===== config.mk =====
export PLATFORM = sky130hd
export DESIGN_NAME = adc_cfg_bank
export DESIGN_NICKNAME = d
export VERILOG_FILES = /design/src/adc_cfg_pkg.sv /design/src/cfg_word_reg.sv /design/src/cfg_decode.sv /design/src/adc_cfg_bank.sv
export SDC_FILE = /design/constraint.sdc
export NUM_CORES = 1
export LEC_CHECK = 0
export ABC_AREA = 1
export BUFFER_PORTS_ARGS = -buffer_cell sky130_fd_sc_hd__buf_2
export CORE_MARGIN = 8
export CORE_UTILIZATION = 48
export CTS_CLUSTER_DIAMETER = 100
export DETAILED_ROUTE_END_ITERATION = 7
export MAX_ROUTING_LAYER = met4
export PLACE_DENSITY = 0.85
export SETUP_SLACK_MARGIN = 0.3
export SLEW_MARGIN = 20
export SYNTH_ARGS = -nofsm -noshare
export SYNTH_HDL_FRONTEND = slang
export SYNTH_SLANG_ARGS = --single-unit

===== constraint.sdc =====
create_clock -name CLK -period 1.95 [get_ports CLK]
set_clock_uncertainty 0.15 [all_clocks]
set_input_delay 0.585 -clock CLK [delete_from_list [all_inputs] [get_ports CLK]]
set_output_delay 0.585 -clock CLK [all_outputs]
set_load 0.02 [all_outputs]

===== src/adc_cfg_pkg.sv =====
// Package: offsets, field positions and reset values of the converter configuration bank
package adc_cfg_pkg;

  // Register indices as printed; byte address is four times the index
  localparam logic [7:0]  IDX_CLK_CHAN   = 8'h03;
  localparam logic [7:0]  IDX_GAIN       = 8'h04;
  localparam logic [7:0]  IDX_CHOP       = 8'h06;
  localparam logic [9:0]  ADDR_CLK_CHAN  = 10'h00C;
  localparam logic [9:0]  ADDR_GAIN      = 10'h010;
  localparam logic [9:0]  ADDR_CHOP      = 10'h018;

  // Reset values
  localparam logic [15:0] RST_CLK_CHAN   = 16'h0F8E;
  localparam logic [15:0] RST_GAIN       = 16'h0000;
  localparam logic [15:0] RST_CHOP       = 16'h0600;

  // Field positions
  localparam int          CHAN_EN_LSB    = 8;
  localparam int          CLK_SEL_BIT    = 7;
  localparam int          OSR_LSB        = 2;
  localparam int          PWR_LSB        = 0;
  localparam int          GAIN_STRIDE    = 4;
  localparam int          CHOP_DLY_LSB   = 9;
  localparam int          CHOP_EN_BIT    = 8;

  // Writable masks; clock register bits 15:12 are read-only zero
  localparam logic [15:0] MASK_CLK_CHAN  = 16'h0FFF;
  localparam logic [15:0] MASK_GAIN      = 16'hFFFF;
  localparam logic [15:0] MASK_CHOP      = 16'hFFFF;

  // Decoded values
  localparam int          OSR_MIN_LOG2   = 7;
  localparam int          CHOP_DLY_ADD   = 1;

  // Power mode codes
  localparam logic [1:0]  PWR_VERY_LOW   = 2'h0;
  localparam logic [1:0]  PWR_LOW        = 2'h1;

  // Bus encodings
  localparam logic [1:0]  HTRANS_NONSEQ  = 2'h2;
  localparam logic [1:0]  HTRANS_SEQ     = 2'h3;

  typedef enum logic [2:0] {
    PM_VERY_LOW = 3'h1,
    PM_LOW      = 3'h2,
    PM_HIGH_RES = 3'h4
  } power_mode_t;

endpackage


===== src/cfg_word_reg.sv =====
// Masked 16-bit configuration word with per-byte write strobes
`timescale 1ns/1ps
module cfg_word_reg #(
  parameter logic [15:0] RESET_VALUE = 16'h0000,
  parameter logic [15:0] WRITE_MASK  = 16'hFFFF
) (
  // Clock and reset
  input  wire logic        clk,
  input  wire logic        reset_n,
  // Write port
  input  wire logic [1:0]  byte_wr,
  input  wire logic [15:0] wr_data,
  // Stored word
  output logic      [15:0] value_q
);

  logic [15:0] value_d;

  always_comb begin
    value_d = value_q;
    if (byte_wr[0]) begin
      value_d[7:0] = wr_data[7:0];
    end
    if (byte_wr[1]) begin
      value_d[15:8] = wr_data[15:8];
    end
    // Read-only bits always hold their reset content
    value_d = (value_d & WRITE_MASK) | (RESET_VALUE & ~WRITE_MASK);
  end

  always_ff @(posedge clk or negedge reset_n) begin
    if (!reset_n) begin
      value_q <= RESET_VALUE;
    end else begin
      value_q <= value_d;
    end
  end

endmodule


===== src/cfg_decode.sv =====
// Decodes stored configuration fields into one-hot and exponent forms
`timescale 1ns/1ps
module cfg_decode (
  // Raw fields
  input  wire logic [1:0]  power_mode_code,
  input  wire logic [2:0]  oversample_ratio_code,
  input  wire logic [3:0]  chop_settle_delay_code,
  // Decoded values
  output adc_cfg_pkg::power_mode_t power_mode,
  output logic      [4:0]  osr_log2,
  output logic      [4:0]  chop_delay_log2
);

  always_comb begin
    case (power_mode_code)
      adc_cfg_pkg::PWR_VERY_LOW: power_mode = adc_cfg_pkg::PM_VERY_LOW;
      adc_cfg_pkg::PWR_LOW:      power_mode = adc_cfg_pkg::PM_LOW;
      default:                   power_mode = adc_cfg_pkg::PM_HIGH_RES;
    endcase
  end

  assign osr_log2        = 5'(oversample_ratio_code) + 5'(adc_cfg_pkg::OSR_MIN_LOG2);
  assign chop_delay_log2 = 5'(chop_settle_delay_code) + 5'(adc_cfg_pkg::CHOP_DLY_ADD);

endmodule


===== src/adc_cfg_bank.sv =====
// AHB-Lite register bank holding converter clock, gain and chop configuration
`timescale 1ns/1ps
module adc_cfg_bank (
  // Clock and reset
  input  wire logic        CLK,
  input  wire logic        RESET_N,
  // AHB-Lite slave
  input  wire logic        HSEL,
  input  wire logic [31:0] HADDR,
  input  wire logic [1:0]  HTRANS,
  input  wire logic        HWRITE,
  input  wire logic [2:0]  HSIZE,
  input  wire logic        HREADY,
  input  wire logic [31:0] HWDATA,
  output logic      [31:0] HRDATA,
  output logic             HREADYOUT,
  output logic             HRESP,
  // Channel and clock configuration
  output logic      [3:0]  CHAN_CONVERT_ON,
  output logic             EXT_CLOCK_SELECT,
  output logic      [2:0]  OVERSAMPLE_RATIO_CODE,
  output logic      [4:0]  OVERSAMPLE_RATIO_LOG2,
  output logic      [1:0]  POWER_MODE_CODE,
  output logic      [2:0]  POWER_MODE_ONEHOT,
  // Gain configuration
  output logic      [11:0] CHAN_GAIN_CODE,
  output logic      [11:0] CHAN_GAIN_LOG2,
  // Chop configuration
  output logic             CHOP_MODE_ON,
  output logic      [3:0]  CHOP_SETTLE_DELAY_CODE,
  output logic      [4:0]  CHOP_SETTLE_DELAY_LOG2
);

  // Which register a byte address selects
  function automatic logic [2:0] reg_hit(input logic [31:0] addr);
    reg_hit[0] = (addr[31:0] == {22'h0, adc_cfg_pkg::ADDR_CLK_CHAN});
    reg_hit[1] = (addr[31:0] == {22'h0, adc_cfg_pkg::ADDR_GAIN});
    reg_hit[2] = (addr[31:0] == {22'h0, adc_cfg_pkg::ADDR_CHOP});
  endfunction

  logic        wr_pend_q;
  logic [2:0]  wr_sel_q;
  logic [2:0]  rd_sel;
  logic [1:0]  byte_wr [3];
  logic [15:0] clk_chan_q;
  logic [15:0] gain_q;
  logic [15:0] chop_q;
  logic        phase_ok;
  logic        rd_req;
  adc_cfg_pkg::power_mode_t power_mode;

  // Zero wait state slave: always ready, always OKAY
  assign HREADYOUT = 1'b1;
  assign HRESP     = 1'b0;
  assign phase_ok  = HSEL && HREADY &&
                     (HTRANS == adc_cfg_pkg::HTRANS_NONSEQ ||
                      HTRANS == adc_cfg_pkg::HTRANS_SEQ);
  assign rd_req    = phase_ok && !HWRITE;
  assign rd_sel    = reg_hit(HADDR);

  // Latch write address phase for use in the data phase
  always_ff @(posedge CLK or negedge RESET_N) begin
    if (!RESET_N) begin
      wr_pend_q <= 1'b0;
      wr_sel_q  <= 3'h0;
    end else begin
      wr_pend_q <= phase_ok && HWRITE;
      wr_sel_q  <= (phase_ok && HWRITE) ? reg_hit(HADDR) : 3'h0;
    end
  end

  // Registers are 16 bits: only the low two byte lanes can land
  genvar gi;
  generate
    for (gi = 0; gi < 3; gi++) begin : g_strobe
      assign byte_wr[gi] = {2{wr_pend_q && wr_sel_q[gi]}};
    end
  endgenerate

  cfg_word_reg #(
    .RESET_VALUE (adc_cfg_pkg::RST_CLK_CHAN),
    .WRITE_MASK  (adc_cfg_pkg::MASK_CLK_CHAN)
  ) u_clk_chan (
    .clk     (CLK),
    .reset_n (RESET_N),
    .byte_wr (byte_wr[0]),
    .wr_data (HWDATA[15:0]),
    .value_q (clk_chan_q)
  );

  cfg_word_reg #(
    .RESET_VALUE (adc_cfg_pkg::RST_GAIN),
    .WRITE_MASK  (adc_cfg_pkg::MASK_GAIN)
  ) u_gain (
    .clk     (CLK),
    .reset_n (RESET_N),
    .byte_wr (byte_wr[1]),
    .wr_data (HWDATA[15:0]),
    .value_q (gain_q)
  );

  cfg_word_reg #(
    .RESET_VALUE (adc_cfg_pkg::RST_CHOP),
    .WRITE_MASK  (adc_cfg_pkg::MASK_CHOP)
  ) u_chop (
    .clk     (CLK),
    .reset_n (RESET_N),
    .byte_wr (byte_wr[2]),
    .wr_data (HWDATA[15:0]),
    .value_q (chop_q)
  );

  // Read data registered at the address phase; a write landing at that same edge is not yet seen
  // clock bits 15:12 read zero
  always_ff @(posedge CLK or negedge RESET_N) begin
    if (!RESET_N) begin
      HRDATA <= 32'h00000000;
    end else if (rd_req) begin
      case (1'b1)
        rd_sel[0]: HRDATA <= {16'h0000, clk_chan_q & adc_cfg_pkg::MASK_CLK_CHAN};
        rd_sel[1]: HRDATA <= {16'h0000, gain_q};
        rd_sel[2]: HRDATA <= {16'h0000, chop_q};
        default:   HRDATA <= 32'h00000000;
      endcase
    end
  end

  assign CHAN_CONVERT_ON       = clk_chan_q[adc_cfg_pkg::CHAN_EN_LSB +: 4];
  assign EXT_CLOCK_SELECT      = clk_chan_q[adc_cfg_pkg::CLK_SEL_BIT];
  assign OVERSAMPLE_RATIO_CODE = clk_chan_q[adc_cfg_pkg::OSR_LSB +: 3];
  assign POWER_MODE_CODE       = clk_chan_q[adc_cfg_pkg::PWR_LSB +: 2];
  assign CHOP_MODE_ON          = chop_q[adc_cfg_pkg::CHOP_EN_BIT];
  assign CHOP_SETTLE_DELAY_CODE = chop_q[adc_cfg_pkg::CHOP_DLY_LSB +: 4];
  assign POWER_MODE_ONEHOT     = power_mode;

  // gain field placement; log2 of gain equals the code
  generate
    for (gi = 0; gi < 4; gi++) begin : g_gain
      assign CHAN_GAIN_CODE[gi*3 +: 3] = gain_q[gi*adc_cfg_pkg::GAIN_STRIDE +: 3];
      assign CHAN_GAIN_LOG2[gi*3 +: 3] = gain_q[gi*adc_cfg_pkg::GAIN_STRIDE +: 3];
    end
  endgenerate

  // decode of ratio, mode and delay
  cfg_decode u_decode (
    .power_mode_code        (POWER_MODE_CODE),
    .oversample_ratio_code  (OVERSAMPLE_RATIO_CODE),
    .chop_settle_delay_code (CHOP_SETTLE_DELAY_CODE),
    .power_mode             (power_mode),
    .osr_log2               (OVERSAMPLE_RATIO_LOG2),
    .chop_delay_log2        (CHOP_SETTLE_DELAY_LOG2)
  );
endmodule


==> flow_summary.ini <==
[outcome]
status = finished with violations
violations = negative setup slack

[timing]
setup_viol_count_final = 10
drv_slew = 0
whs_ns = 0.1044
fmax_mhz = 463.7
layout_min_cycle_time_ns = 2.157
slew_headroom_pct = 63.30
fin_ws_ns = -0.2067
hold_viol_final = 0
rsz0062_at_grt = true
fin_crit_sh_pct = 110.6
tightest_slew_ns = 0.5497

[synth]
yosys.area_share.adder_pct = 0.6678
synth.top_cell.area_share_pct = 36.06
synth_top_area_cell = dfrtp_1
synth_warnings = 0
synth_ff_type = dfrtp_1
synth_top_family_by_area = simple AND/OR/NAND/NOR gates
synth-seq-cells = 64
synth.most_common_cell = nand2_1
synthXorXnorAreaFrac_pct = 0.7012
async_flop_share_pct = 100.0
yosys-top-cells-area = dfrtp_1, buf_4, nand2_1
synth_area_sq_mm = 0.003747
syn_area_per_cell_sq_um = 7.555
synth_simple_gate_area_share_pct = 27.21
synth_compound_area_share_pct = 7.479
synthCells = 496
synth_cell_type_count = 22
synth_edf_count = 0
synth_mux_area_share_pct = 0
ys_seq_area_share_pct = 43.07
synth.top_cells.by_count = nand2_1, inv_1, buf_4

[clock_tree]
hold_buffers = 0
clock_tree.root_cell = clkbuf_8
cts.sinks = 64
clkLatencyLatePin_ns = 0.35
cts_tree = done
htree_levels = 3
cts-buffers-inserted = 9
path_clk_slew_ns = 0.07
cts_buffer_depth = 2

[critical_path]
cp_data_required_time_ns = 1.21
timing.rr.end = HRDATA[9]
cp.arrival_ns = 1.42
regToRegStartpoint = u_chop.value_q[9]
r2r_cells = 8
crit_fanout = 3
worstSetupStartpointType = register
critical_path_class = register to output port
r2r_slack_ns = 0.44
cp-end-kind = output port

[routing]
wl_um = 10560
drtPass1Iterations = 5
drtAntennaViolNets = 0
vias_per_cell = 4.859
vias = 3576
drt_first_iter_violations = 209
drc = 0
wl_per_cell_um = 14.35

[final_layout]
utilization_pct = 69.96
drive_gt1_share_pct = 41.32
antenna_cells = 0
area_growth_pct = 42.77
final_nets = 705

[floorplanning]
num_rows = 32
core_sq_mm = 0.007647
die-area_sq_mm = 0.01089
dieHeight_um = 104.4
initial_core_util_pct = 49.00
die_w_um = 104.4
ios = 160

[flow_run]
max-cap-violations = 0

[place]
dpl.hpwl_um = 6905
finalWeightedCongestion = 0.7556
portBuffers = 120

[grt]
grt_pass1_vias = 3610
grt_max_degree = 65
grt_pass1_wl_um = 16670
antenna_found_initial = 0
grt-ovfl-total = 0
gr-usage-all-layers_pct = 19.13

[pwr]
p_leak_nw = 3.104
ir_drop_mv = 0.2867
power_w = 0.002804
power_density_mw_per_mm2 = 524.1

[worst_hold_path]
hold_path_class = input pin to asynchronous set/reset pin
## placed cells by master (no fill, tap or decap)
master / synthesis / final
nand2_1: 118 / 116
bufinv_16: 0 / 2
buf_6: 2 / 72
xor2_2: 0 / 1
buf_2: 4 / 57
nor2_2: 6 / 11
nand2_2: 5 / 7
buf_12: 0 / 6
conb_1: 2 / 19
a21oi_1: 12 / 7
nand4_1: 2 / 2
dfrtp_1: 54 / 52
nor2_1: 41 / 32
inv_2: 7 / 7
dfrtp_2: 0 / 2
nor4_1: 2 / 2
o21ai_0: 44 / 44
nand3_2: 9 / 11
inv_1: 60 / 57
clkbuf_8: 0 / 11
nor2_4: 3 / 7
nand3_1: 41 / 39
a21oi_2: 0 / 5
clkinv_2: 0 / 1
ha_4: 0 / 2
clkbuf_1: 10 / 2
dfstp_2: 10 / 10
inv_4: 0 / 3
buf_4: 59 / 45
xor2_4: 0 / 2
## sequential cells by signal, summed over array words and instances, names as in the netlist
name and flops:
wr_sel_q 3, wr_pend_q 1, u_gain.value_q 16, u_clk_chan.value_q 12, HRDATA 16, u_chop.value_q 16
## metal layers
| metal | part of all wire [%] | vias to the layer above | routed length [um] | GRT usage [%] |
|---|---|---|---|---|
| met5 | 0 | - | 0 | - |
| met4 | 2.1 | 0 | 227 | 7.653 |
| met3 | 7.6 | 26 | 803 | 5.514 |
| met2 | 52 | 174 | 5456 | 32.33 |
| met1 | 39 | 1654 | 4078 | 20.67 |
| li1 | - | 1722 | - | - |
## logic make-up after synthesis
family	Yosys count
and+or+nand+nor	227
buffers and inverters	142
DFF	64
AOI/OAI and AO/OA	56
xor gates and xnor gates	3
adders and majority gates	2
other	2
## worst max-delay path by stage
stage	slack, ns	endpoint	startpoint
2_1_floorplan	0.24	CHOP_SETTLE_DELAY_LOG2[4]	u_chop.value_q[10]
4_1_cts	-0.21	CHOP_SETTLE_DELAY_LOG2[4]	u_chop.value_q[9]
6_report	-0.21	CHOP_SETTLE_DELAY_LOG2[4]	u_chop.value_q[9]
3_3_place_gp	0.04	HRDATA[2]	HADDR[1]
5_1_grt	-0.25	CHOP_SETTLE_DELAY_LOG2[4]	u_chop.value_q[10]
3_5_place_dp	0.008	HRDATA[1]	HADDR[1]
## critical path: stages (launching register included)
cell and delay (ns):
dfstp_2 0.60, ha_4 0.19, nand2_2 0.07, nor2_4 0.09
buf_6 0.12
## power breakdown
group          switching (W)  total [W]  internal [W]
combinational       0.000128   0.000192     0.0000630
clock               0.000494    0.00128      0.000789
sequential       0.000000371    0.00133       0.00133
## per-stage QoR
| step | instances | setup TNS [ns] | instance area (sq um) | worst slack, ns |
|---|---|---|---|---|
| after global placement | 673 | 0 | 4277 | 0.03729 |
| after CTS | 717 | -1.139 | 4980 | -0.2110 |
| after floorplan | 513 | 0 | 3902 | 0.2440 |
| final | 736 | -1.345 | 5350 | -0.2067 |
| after detailed placement | 673 | 0 | 4277 | 0.007622 |
| after global routing | 736 | -1.834 | 5350 | -0.2469 |
## final cells by class
class / instances / area, sq um
clock buffers: 13 / 158.9
clock inverters: 3 / 65.06
fillers: 598 / 2297
inverters: 67 / 259.0
multi-input cells: 307 / 1569
flip-flops and latches: 64 / 1617
well taps: 102 / 127.6
repair buffers: 180 / 1554
## timing repair
action                     4_1_cts  5_1_grt
resized for setup               87       72
setup buffers                   28       19
pin swaps                        5       15
setup endpoints to repair       52       75
Note: power is estimated with default switching activity, not from simulation.
